File: src/sroc_pkg.sv
package sroc_pkg;
  // Stage count and layout
  localparam int unsigned STAGE_CNT      = 12;
  localparam int unsigned SENSE_CNT      = 14;
  localparam int unsigned HALF_CNT       = 7;
  localparam int unsigned WORD_W         = 16;
  localparam int unsigned STAGE_IDX_W    = 4;
  localparam int unsigned WORD_IDX_W     = 2;
  localparam int unsigned MEM_ADDR_W     = 6;
  localparam int unsigned CODE_W         = 7;
  // Register indices within one stage (three words a stage)
  localparam logic [1:0]  ROUTE_LOW_IDX  = 2'h0;
  localparam logic [1:0]  ROUTE_HIGH_IDX = 2'h1;
  localparam logic [1:0]  OFFSET_IDX     = 2'h2;
  // Byte map: stage s word w at STAGE_BASE + s*STAGE_STRIDE + 4*w
  localparam logic [11:0] STAGE_BASE     = 12'h000;
  localparam logic [11:0] STAGE_STRIDE   = 12'h010;
  // Own control and status words
  localparam logic [11:0] CTRL_ADDR      = 12'h100;
  localparam logic [11:0] STATUS_ADDR    = 12'h104;
  // Field positions
  localparam int unsigned MINUS_OFF_BIT  = 14;
  localparam int unsigned PLUS_OFF_BIT   = 15;
  localparam int unsigned MINUS_CODE_LSB = 0;
  localparam int unsigned MINUS_STEER    = 7;
  localparam int unsigned PLUS_CODE_LSB  = 8;
  localparam int unsigned PLUS_STEER     = 15;
  localparam int unsigned CTRL_RUN_BIT   = 4;
  // Reset values
  localparam logic [15:0] WORD_RST       = 16'h0000;
  localparam logic [3:0]  STAGE_RST      = 4'h0;
  // Route codes
  typedef enum logic [1:0] {
    ROUTE_OPEN  = 2'h0,
    ROUTE_MINUS = 2'h1,
    ROUTE_PLUS  = 2'h2,
    ROUTE_BIAS  = 2'h3
  } sroc_route_t;
  // Apply sequencer states, one-hot
  typedef enum logic [2:0] {
    ST_IDLE  = 3'b001,
    ST_FETCH = 3'b010,
    ST_APPLY = 3'b100
  } sroc_state_t;
endpackage

File: src/sroc_mem.sv
`timescale 1ns/1ps
`default_nettype none
// Two-port word store, registered read data on each port
module sroc_mem
  import sroc_pkg::*;
(
  input  wire logic                  clk_i,
  input  wire logic                  we_i,
  input  wire logic [MEM_ADDR_W-1:0] waddr_i,
  input  wire logic [WORD_W-1:0]     wdata_i,
  input  wire logic [MEM_ADDR_W-1:0] raddr_a_i,
  output logic      [WORD_W-1:0]     rdata_a_o,
  input  wire logic [MEM_ADDR_W-1:0] raddr_b_i,
  output logic      [WORD_W-1:0]     rdata_b_o
);
  logic [WORD_W-1:0] mem_ff [0:(1<<MEM_ADDR_W)-1];

  // No reset: contents are undefined until software writes them
  always_ff @(posedge clk_i) begin
    if (we_i) begin
      mem_ff[waddr_i] <= wdata_i;
    end
    rdata_a_o <= mem_ff[raddr_a_i];
    rdata_b_o <= mem_ff[raddr_b_i];
  end
endmodule
`default_nettype wire

File: src/sroc_top.sv
// Decided for this implementation: the register addresses and register access over APB.
`timescale 1ns/1ps
`default_nettype none
module sroc_top
  import sroc_pkg::*;
(
  input  wire logic                   REF_CLK_I,
  input  wire logic                   RESET_I,
  input  wire logic                   PSEL_I,
  input  wire logic                   PENABLE_I,
  input  wire logic                   PWRITE_I,
  input  wire logic [11:0]            PADDR_I,
  input  wire logic [31:0]            PWDATA_I,
  output logic      [31:0]            PRDATA_O,
  output logic                        PREADY_O,
  output logic                        PSLVERR_O,
  input  wire logic                   CONV_START_I,
  input  wire logic [STAGE_IDX_W-1:0] CONV_STAGE_I,
  output logic                        CONV_ACTIVE_O,
  output logic      [SENSE_CNT-1:0]   SENSE_TO_MINUS_O,
  output logic      [SENSE_CNT-1:0]   SENSE_TO_PLUS_O,
  output logic      [SENSE_CNT-1:0]   SENSE_TO_BIAS_O,
  output logic      [CODE_W-1:0]      MINUS_INPUT_CODE_O,
  output logic      [CODE_W-1:0]      PLUS_INPUT_CODE_O
);

  ////////////////////////////////////////////////////////////////////////////
  // APB decode
  logic [STAGE_IDX_W-1:0] rd_stage;
  logic [1:0]             rd_word;
  logic                   stage_hit;
  logic                   ctrl_hit;
  logic                   status_hit;
  logic                   addr_ok;
  logic                   setup;
  logic                   access;
  logic                   wr_stage;
  logic [MEM_ADDR_W-1:0]  bus_maddr;

  // Byte address 0x000..0x0bf, word 3 of each stage is a hole
  assign rd_stage   = PADDR_I[7:4];
  assign rd_word    = PADDR_I[3:2];
  assign stage_hit  = (PADDR_I[11:8] == 4'h0) && (rd_stage < STAGE_CNT[3:0])
                      && (rd_word != 2'h3) && (PADDR_I[1:0] == 2'h0);
  assign ctrl_hit   = (PADDR_I == CTRL_ADDR);
  assign status_hit = (PADDR_I == STATUS_ADDR);
  assign addr_ok    = stage_hit || ctrl_hit || status_hit;
  assign setup      = PSEL_I && !PENABLE_I;
  assign access     = PSEL_I && PENABLE_I && PREADY_O;
  assign wr_stage   = access && PWRITE_I && stage_hit;
  assign bus_maddr  = {rd_stage, rd_word};

  ////////////////////////////////////////////////////////////////////////////
  // Ready: reads need the memory's registered output, so access waits one cycle
  logic wait_ff;

  always_ff @(posedge REF_CLK_I or posedge RESET_I) begin
    if (RESET_I) begin
      wait_ff <= 1'b0;
    end else begin
      wait_ff <= setup;
    end
  end

  assign PREADY_O  = PSEL_I && PENABLE_I && !wait_ff;
  assign PSLVERR_O = PREADY_O && !addr_ok; // Unmapped address answers with an error

  ////////////////////////////////////////////////////////////////////////////
  // Control word: run enable and reserved-bit hygiene for the low route word
  logic ctrl_run_ff;
  logic nxt_ctrl_run;

  assign nxt_ctrl_run = (access && PWRITE_I && ctrl_hit) ? PWDATA_I[CTRL_RUN_BIT] : ctrl_run_ff;

  always_ff @(posedge REF_CLK_I or posedge RESET_I) begin
    if (RESET_I) begin
      ctrl_run_ff <= 1'b0;
    end else begin
      ctrl_run_ff <= nxt_ctrl_run;
    end
  end

  // Unused bits of the low route word are forced to zero, guarding against hosts that skip it
  logic [WORD_W-1:0] wr_word;

  assign wr_word = (rd_word == ROUTE_LOW_IDX) ? {2'h0, PWDATA_I[13:0]} : PWDATA_I[WORD_W-1:0];

  ////////////////////////////////////////////////////////////////////////////
  // Apply sequencer: fetch three words of the converting stage, then drive
  sroc_state_t            state_ff;
  sroc_state_t            nxt_state;
  logic [STAGE_IDX_W-1:0] cur_stage_ff;
  logic [1:0]             fetch_idx_ff;
  logic [1:0]             nxt_fetch_idx;
  logic [1:0]             got_idx_ff;
  logic                   got_vld_ff;
  logic                   start_ok;
  logic [MEM_ADDR_W-1:0]  seq_maddr;
  logic [WORD_W-1:0]      bus_rdata;
  logic [WORD_W-1:0]      seq_rdata;

  assign start_ok  = CONV_START_I && ctrl_run_ff && (CONV_STAGE_I < STAGE_CNT[3:0]);
  assign seq_maddr = {cur_stage_ff, fetch_idx_ff};

  always_comb begin
    nxt_state     = state_ff;
    nxt_fetch_idx = fetch_idx_ff;
    case (state_ff)
      ST_IDLE: begin
        nxt_fetch_idx = ROUTE_LOW_IDX;
        if (start_ok) begin
          nxt_state = ST_FETCH;
        end
      end
      ST_FETCH: begin
        if (fetch_idx_ff == OFFSET_IDX) begin
          nxt_state = ST_APPLY;
        end else begin
          nxt_fetch_idx = fetch_idx_ff + 2'h1;
        end
      end
      ST_APPLY: begin
        // Stays driven until the run bit drops; a new start re-fetches
        if (!ctrl_run_ff) begin
          nxt_state = ST_IDLE;
        end else if (start_ok) begin
          nxt_state     = ST_FETCH;
          nxt_fetch_idx = ROUTE_LOW_IDX;
        end
      end
      default: begin
        nxt_state = ST_IDLE;
      end
    endcase
  end

  always_ff @(posedge REF_CLK_I or posedge RESET_I) begin
    if (RESET_I) begin
      state_ff     <= ST_IDLE;
      fetch_idx_ff <= 2'h0;
      cur_stage_ff <= STAGE_RST;
      got_idx_ff   <= 2'h0;
      got_vld_ff   <= 1'b0;
    end else begin
      state_ff     <= nxt_state;
      fetch_idx_ff <= nxt_fetch_idx;
      got_idx_ff   <= fetch_idx_ff;
      got_vld_ff   <= (state_ff == ST_FETCH);
      if (start_ok && (state_ff != ST_FETCH)) begin
        cur_stage_ff <= CONV_STAGE_I;
      end
    end
  end

  sroc_mem u_mem (
    .clk_i     (REF_CLK_I),
    .we_i      (wr_stage),
    .waddr_i   (bus_maddr),
    .wdata_i   (wr_word),
    .raddr_a_i (bus_maddr),
    .rdata_a_o (bus_rdata),
    .raddr_b_i (seq_maddr),
    .rdata_b_o (seq_rdata)
  );

  ////////////////////////////////////////////////////////////////////////////
  // Shadow words of the active stage, loaded as memory words return
  logic [WORD_W-1:0] sh_low_ff;
  logic [WORD_W-1:0] sh_high_ff;
  logic [WORD_W-1:0] sh_off_ff;

  always_ff @(posedge REF_CLK_I or posedge RESET_I) begin
    if (RESET_I) begin
      sh_low_ff  <= WORD_RST;
      sh_high_ff <= WORD_RST;
      sh_off_ff  <= WORD_RST;
    end else if (got_vld_ff) begin
      if (got_idx_ff == ROUTE_LOW_IDX) begin
        sh_low_ff <= seq_rdata;
      end
      if (got_idx_ff == ROUTE_HIGH_IDX) begin
        sh_high_ff <= seq_rdata;
      end
      if (got_idx_ff == OFFSET_IDX) begin
        sh_off_ff <= seq_rdata;
      end
    end
  end

  // Drive only once every word of the stage is in, so no mix of stages reaches the matrix
  logic drive_ff;

  always_ff @(posedge REF_CLK_I or posedge RESET_I) begin
    if (RESET_I) begin
      drive_ff <= 1'b0;
    end else begin
      drive_ff <= (state_ff == ST_APPLY) && ctrl_run_ff && !start_ok;
    end
  end

  assign CONV_ACTIVE_O = drive_ff;

  ////////////////////////////////////////////////////////////////////////////
  // Route decode, one field per sense input
  logic [SENSE_CNT-1:0] to_minus;
  logic [SENSE_CNT-1:0] to_plus;
  logic [SENSE_CNT-1:0] to_bias;

  genvar gi;
  generate
    for (gi = 0; gi < SENSE_CNT; gi++) begin : g_route
      logic [1:0] fld;
      if (gi < HALF_CNT) begin : g_lo
        assign fld = sh_low_ff[2*gi+1:2*gi];
      end else begin : g_hi
        assign fld = sh_high_ff[2*(gi-HALF_CNT)+1:2*(gi-HALF_CNT)];
      end
      // Code 00 sets none of the three, leaving the input open
      assign to_minus[gi] = drive_ff && (fld == ROUTE_MINUS);
      assign to_plus[gi]  = drive_ff && (fld == ROUTE_PLUS);
      assign to_bias[gi]  = drive_ff && (fld == ROUTE_BIAS);
    end
  endgenerate

  ////////////////////////////////////////////////////////////////////////////
  // Offset steering: each code lands on one converter input, or the higher one wins if both meet there
  logic [CODE_W-1:0] minus_code;
  logic [CODE_W-1:0] plus_code;
  logic              minus_en;
  logic              plus_en;
  logic [CODE_W-1:0] minus_on_minus;
  logic [CODE_W-1:0] minus_on_plus;
  logic [CODE_W-1:0] plus_on_plus;
  logic [CODE_W-1:0] plus_on_minus;

  assign minus_code     = sh_off_ff[MINUS_CODE_LSB +: CODE_W];
  assign plus_code      = sh_off_ff[PLUS_CODE_LSB +: CODE_W];
  assign minus_en       = drive_ff && !sh_high_ff[MINUS_OFF_BIT];
  assign plus_en        = drive_ff && !sh_high_ff[PLUS_OFF_BIT];
  assign minus_on_minus = (minus_en && !sh_off_ff[MINUS_STEER]) ? minus_code : 7'h00;
  assign minus_on_plus  = (minus_en &&  sh_off_ff[MINUS_STEER]) ? minus_code : 7'h00;
  assign plus_on_plus   = (plus_en  && !sh_off_ff[PLUS_STEER])  ? plus_code  : 7'h00;
  assign plus_on_minus  = (plus_en  &&  sh_off_ff[PLUS_STEER])  ? plus_code  : 7'h00;

  // Registered switch-matrix outputs; a shared input gets the higher of two codes (a maximum, not a sum)
  always_ff @(posedge REF_CLK_I or posedge RESET_I) begin
    if (RESET_I) begin
      SENSE_TO_MINUS_O   <= '0;
      SENSE_TO_PLUS_O    <= '0;
      SENSE_TO_BIAS_O    <= '0;
      MINUS_INPUT_CODE_O <= 7'h00;
      PLUS_INPUT_CODE_O  <= 7'h00;
    end else begin
      SENSE_TO_MINUS_O   <= to_minus;
      SENSE_TO_PLUS_O    <= to_plus;
      SENSE_TO_BIAS_O    <= to_bias;
      MINUS_INPUT_CODE_O <= (minus_on_minus > plus_on_minus) ? minus_on_minus : plus_on_minus;
      PLUS_INPUT_CODE_O  <= (plus_on_plus > minus_on_plus) ? plus_on_plus : minus_on_plus;
    end
  end

  ////////////////////////////////////////////////////////////////////////////
  // Read data mux, registered in the wait cycle before the access cycle
  logic [31:0] rd_mux;

  assign rd_mux = stage_hit  ? {16'h0000, bus_rdata} :
                  ctrl_hit   ? {27'h0, ctrl_run_ff, 4'h0} :
                  status_hit ? {24'h0, state_ff, drive_ff, cur_stage_ff} :
                               32'h0000_0000;

  always_ff @(posedge REF_CLK_I or posedge RESET_I) begin
    if (RESET_I) begin
      PRDATA_O <= 32'h0000_0000;
    end else if (PSEL_I && PENABLE_I && wait_ff) begin
      PRDATA_O <= rd_mux;
    end
  end
endmodule
`default_nettype wire

File: config.mk
export PLATFORM = sky130hd
export DESIGN_NAME = sroc_top
export DESIGN_NICKNAME = d
export VERILOG_FILES = /design/src/sroc_pkg.sv /design/src/sroc_mem.sv /design/src/sroc_top.sv
export SDC_FILE = /design/constraint.sdc
export NUM_CORES = 2
export LEC_CHECK = 0
export ABC_AREA = 1
export BUFFER_PORTS_ARGS = -buffer_cell sky130_fd_sc_hd__buf_4
export CAP_MARGIN = 20
export CORE_MARGIN = 2
export CORE_UTILIZATION = 33
export CTS_CLUSTER_SIZE = 25
export DETAILED_ROUTE_END_ITERATION = 10
export RECOVER_POWER = 25
export SYNTH_ARGS = -nofsm -noshare
export SYNTH_HDL_FRONTEND = slang
export SYNTH_HIERARCHICAL = 1
export SYNTH_SLANG_ARGS = --single-unit
File: constraint.sdc
create_clock -name REF_CLK_I -period 4.4 [get_ports REF_CLK_I]
set_input_delay 0.44 -clock REF_CLK_I [delete_from_list [all_inputs] [get_ports REF_CLK_I]]
set_output_delay 0.44 -clock REF_CLK_I [all_outputs]
set_load 0.01 [all_outputs]
# Yosys cells after proc, flatten, opt, wreduce, memory -nomap -nowiden
# Memory sizes are Yosys's and may differ from the RTL's. A register that Yosys moved wholly into a read port is not among the register bits.
# Index checks and enable logic that the tools add are counted.
[word_totals]
mem_bits_rw = 1024
output_inout_bits = 91
inputBits = 54
elab_cells = 183
ff_bits = 149
mem_count = 1
[memory_table]
columns = ["name", "depth", "word_bits", "rd", "rd_clocked_by_memory_dff", "wr", "line", "source"]
rows = [
  ["u_mem.mem_ff", 64, 16, 2, 2, 1, "sroc_mem.sv:16", "logic [WORD_W-1:0] mem_ff [0:(1<<MEM_ADDR_W)-1];"],
]
[classes]
magnitude_cmp = 4
muxes = 20
eq_ne = 56
n_reduce_logical = 84
add_sub_neg = 1
[ops]
columns = ["cell", "n"]
rows = [
  ["1-bit logical AND", 65],
  ["2-bit equality test (second input constant)", 30],
  ["7-bit two-way mux", 6],
  ["16-bit two-way mux", 2],
  ["2-bit by 1-bit equality test with 1-bit output (second input constant)", 15],
  ["12-bit by 9-bit equality test with 1-bit output (second input constant)", 2],
  ["8-bit two-way mux", 2],
  ["7-bit greater-than comparator", 2],
  ["2-bit inequality test (second input constant)", 5],
  ["3-bit two-way mux", 3],
  ["3-bit case mux with 3 select lines", 1],
  ["1-bit logical NOT", 8],
  ["4-bit less-than comparator (second input constant)", 2],
  ["2-bit logical NOT", 3],
  ["2-bit two-way mux", 3],
  ["2-bit case mux with 3 select lines", 1],
  ["2-bit AND reduction", 3],
  ["4-bit logical NOT", 1],
  ["4-bit AND reduction", 1],
  ["3-bit by 1-bit equality test with 1-bit output (second input constant)", 1],
  ["3-bit by 2-bit equality test with 1-bit output (second input constant)", 1],
  ["3-bit equality test (second input constant)", 1],
  ["3-bit by 2-bit inequality test with 1-bit output (second input constant)", 1],
  ["3-bit nonzero test", 1],
  ["3 further kinds", 5],
]

# Depth between registers and ports, before layout
[depth]
ltp_word = 8
mapped_depth = 13
ltp_nobuf = 13

# Modules after synthesis
# The synthesis kept the hierarchy.
[modules_own_cells]
columns = ["mod", "cells_each", "area_each_um2", "seq_area_each_um2", "n_inst"]
rows = [
  ["sroc_mem", 5920, 53077.2, 31390.1, 1],
  ["sroc_top", 667, 5931.9, 3329.4, 1],
]

# Worst setup path before layout
# No wires, ideal clock.
[synth_timing]
kind = "input to register"
startpoint = "input port PADDR_I[8]"
endpoint = "memory u_mem.mem_ff[48][0], enable pin"
stages = 9
arrival_ns = 3.077
required_time_ns = 3.969
n_path_buf = 2
setup_slack_ns = 0.892
setup_time_ns = 0.431
path_cell_list = "inv_1 nand2_1 nor2_1 nand2_2 buf_6 nor2_1 clkbuf_1 nand4_1 nor4_1"
[synth_between]
elab_chain_cells = 7
[synth_rtl]
columns = ["element", "line", "source"]
rows = [
  ["start, declared", "sroc_top.sv:12", "input wire logic [11:0] PADDR_I,"],
  ["4-bit logical NOT", "sroc_top.sv:43", "assign stage_hit = (PADDR_I[11:8] == 4'h0) && (rd_stage < STAGE_CNT[3:0])"],
  ["1-bit logical AND", "sroc_top.sv:43", ""],
  ["1-bit logical AND (2 in a row)", "sroc_top.sv:44", "&& (rd_word != 2'h3) && (PADDR_I[1:0] == 2'h0);"],
  ["1-bit logical AND", "sroc_top.sv:50", "assign wr_stage = access && PWRITE_I && stage_hit;"],
  ["net wr_stage", "sroc_top.sv:37", "logic wr_stage;"],
  ["1-bit two-way mux", "sroc_mem.sv:20", "if (we_i) begin"],
  ["1-bit two-way mux (implied by the code)", "sroc_mem.sv:21", "mem_ff[waddr_i] <= wdata_i;"],
  ["end, declared", "sroc_mem.sv:16", ""],
]
# The timed path passes the listed nets, and every way through them passes these cells.

# Worst setup path after layout
[layout_timing]
startpoint = "input port PWDATA_I[11]"
endpoint = "memory u_mem.mem_ff[45][11] (data pin)"
[layout_between]
elab_chain_cells = 1
[layout_rtl]
columns = ["element", "line", "source"]
rows = [
  ["start, declared", "sroc_top.sv:13", "input wire logic [31:0] PWDATA_I,"],
  ["16-bit two-way mux", "sroc_top.sv:86", "assign wr_word = (rd_word == ROUTE_LOW_IDX) ? {2'h0, PWDATA_I[13:0]} : PWDATA_I[WORD_W-1:0];"],
]
# No other way between the ends.

==> flow_summary.json <==
{
  "netlist_instances": 6587,
  "cts_htree_levels": 4,
  "yosys.area_share.adder": 0.00318,
  "numPortBuffers": 112,
  "syn_avg_cell_area_um2": 8.96,
  "finClkSkew_ns": 0.0347,
  "relSlewSlack": -1.46,
  "max_stage_delay_ns": 2.55,
  "fp.coreArea_um2": 178000,
  "grt_antenna_before_repair": 7,
  "cp_slowest_cell": "clkbuf_1",
  "critPathCaptureType": "flip-flop",
  "cts_buffer_depth": 3,
  "worstHoldEndpoint": "CONV_ACTIVE_O",
  "hold_viol": 0,
  "vdd.ir_drop.worst_mv": 0.457,
  "grt-ovfl-total": 0,
  "synthToLayoutAreaGrowth_pct": 11.6,
  "nFillCells": 17500,
  "crit_arrival_ns": 3.08,
  "die_w_um": 427,
  "grt_max_degree": 181,
  "synth_top_family_by_area": "simple AND/OR/NAND/NOR gates",
  "crit_family": "buffers and inverters",
  "remaining_drc_errors": 0,
  "ctsHoldBuffers": 7,
  "clock_sinks": 1189,
  "gp_congestion": 0.890,
  "critPathBufInv": 1,
  "tritoncts": "built",
  "violations": "capacitance limit, slew limit",
  "finalCriticalPeriod_ns": 3.04,
  "cts_resized": 0,
  "grt_pass1_wl_mm": 298,
  "drv_cap": 13,
  "vias_per_cell": 5.51,
  "num_vias": 49600,
  "drt_iter0_drc": 6457,
  "synthXorXnorAreaFrac": 0,
  "synthSimpleGateAreaFrac": 0.342,
  "hold_path_class": "primary input to flip-flop",
  "synth_seq_cells": 1189,
  "drv_slew": 851,
  "grt_pass1_vias": 46900,
  "power_density_nw_per_um2": 483,
  "worstPathCellList": "clkbuf_1",
  "synth-seq-area-share": 0.588,
  "status": "complete, but fails checks",
  "finish.net_count": 6608,
  "drive_above_1_share": 0.0840,
  "rrSetupSlack_ns": 1.48,
  "worst_pin_slew_ns": 3.70,
  "synth-compound-area-share": 0.00642,
  "finalSetupViolCount": 0,
  "dpl.hpwl_mm": 114,
  "die_area_um2": 182000,
  "wl_mm": 204,
  "initial_utilization": 0.331,
  "ys.warnings.count": 6,
  "holdWs_ns": 0.0868,
  "cts_made_buffers": 136,
  "r2r-start": "fetch_idx_ff[0]",
  "clk-insertion-delay-late_ns": 0.78,
  "path_class": "primary input to flip-flop",
  "hp-start": "CONV_START_I",
  "timing.critical_path.required_ns": 4.44,
  "synth.distinct_cells": 39,
  "whs_path_depth": 4,
  "root_buffer": "clkbuf_16",
  "fin_crit_sh": 0.690,
  "postCtsSetupBuffers": 0,
  "r2r-end": "u_mem/rdata_b_o[9]",
  "reg2reg_depth": 10,
  "rsz0062_at_grt": "no",
  "ant_nets": 0,
  "firstDrtPassIters": 9,
  "syn_area_um2": 59000,
  "die_h_um": 427,
  "grt_usage": 0.218,
  "wl_per_cell_um": 22.7,
  "io_pins": 145,
  "worst-path-max-fanout": 64,
  "power.leakage_nw": 25.8,
  "std_cell_rows": 155,
  "final.setup.tns_ns": 0,
  "synthMuxAreaShare": 0,
  "fmax_mhz": 329,
  "cts.clk_slew.worst_paths_ns": 0.06,
  "crit_path_start_kind": "primary input"
}
## tightest hold or removal path, stage by stage
cell     delay, ns
buf_4         0.10
nand3_1       0.12
nand2_1       0.13
nor2_2        0.04
## cell usage after synthesis (all sizes together)
cell type,count,area share
dfstp,1,0.00045
conb,1,0.000064
a31o,1,0.00015
nand4,11,0.0015
nand3,1771,0.15
nand2,2767,0.18
inv,119,0.0078
dfxtp,32,0.011
nor4,8,0.00085
edfxtp,1024,0.52
nor2,112,0.0081
o21ai,63,0.0055
dfrtp,132,0.056
ha,15,0.0032
o221ai,1,0.00015
clkinv,1,0.000085
a21oi,4,0.00034
nor3,45,0.0041
buf,428,0.049
clkbuf,49,0.0031
a21o,2,0.00025
## layer usage
| layer | GRT usage | vias to the layer above | routed length [µm] | share of wire |
|---|---|---|---|---|
| li1 | - | 22200 | - | - |
| met1 | 0.286 | 23800 | 79600 | 0.39 |
| met2 | 0.338 | 3070 | 90700 | 0.44 |
| met3 | 0.0496 | 543 | 23500 | 0.12 |
| met4 | 0.109 | 6 | 10100 | 0.050 |
| met5 | 0 | - | 41 | 0.00020 |
## worst max-delay path by stage
stage	start	to	slack, ns	depth (start not counted)
global placement	PADDR_I[6]	u_mem/mem_ff[1][10]	0.77	10
global route	PWDATA_I[9]	u_mem/mem_ff[34][9]	1.22	1
floorplan	RESET_I	CONV_ACTIVE_O	0.41	1
detailed placement	PADDR_I[6]	u_mem/mem_ff[36][12]	0.85	9
CTS	wait_ff	u_mem/mem_ff[36][1]	1.36	6
finish	PWDATA_I[11]	u_mem/mem_ff[45][11]	1.36	1
## layout by cell type, fill, tap and decap left out, types with 22 or more instances in the layout
cell type and instances:
edfxtp_1 1024, clkinv_2 26, nand2_1 2756, o21ai_0 49, nand3_1 1768, nor2_2 63, clkinv_1 22, dfxtp_1 32
inv_1 103, nor2_1 46, clkbuf_16 138, buf_4 215, dfrtp_1 128, nor3_1 42, buf_12 30, clkbuf_1 50
## final cells by class
class	instances	area (µm²)	share of cell area
timing repair buffer	276	2500	0.0380
clock buffer	179	3650	0.0554
clock inverter	64	531	0.00805
antenna	9	22.5	0.000342
multi-input combinational	4816	21000	0.318
tap	2355	2950	0.0447
sequential	1189	34700	0.527
inverter	120	517	0.00784
## registers in the layout (all words and copies together), names as in the netlist, 14 cells and up
signal and count:
u_mem/mem_ff 1024, PRDATA_O 16, sh_high_ff 16, sh_off_ff 16, u_mem/rdata_a_o 16, u_mem/rdata_b_o 16
SENSE_TO_BIAS_O 14, SENSE_TO_MINUS_O 14, SENSE_TO_PLUS_O 14, sh_low_ff 14
## metrics by stage
stage	worst slack, ns	power (mW)	cell area, µm²	cells	utilization
final	1.36	31.8	65900	9008	0.370
after global routing	1.22	33.0	65800	8999	0.370
after CTS	1.36	31.7	65800	8995	0.370
after detailed placement	0.851	21.0	61600	8745	0.346
after global placement	0.772	20.8	61500	8740	0.345
after floorplan	0.407	18.5	59100	6602	-
## report_power, final
| group | switching, mW | internal [mW] | leakage, nW | total, mW |
|---|---|---|---|---|
| clock | 4.66 | 6.11 | 2.06 | 10.8 |
| combinational | 6.16 | 2.07 | 12.5 | 8.23 |
| sequential | 0.257 | 12.5 | 11.3 | 12.8 |
## cells by family (layout without fill, tap and decap cells)
group | after synthesis | in the layout
AO/OA/AOI/OAI | 71 | 71
adder cells (fa/ha/maj) | 15 | 15
buffers and inverters | 597 | 639
flip-flops | 1189 | 1189
other | 1 | 25
AND/OR/NAND/NOR | 4714 | 4714
No activity file was read; power rests on OpenSTA's default activity.
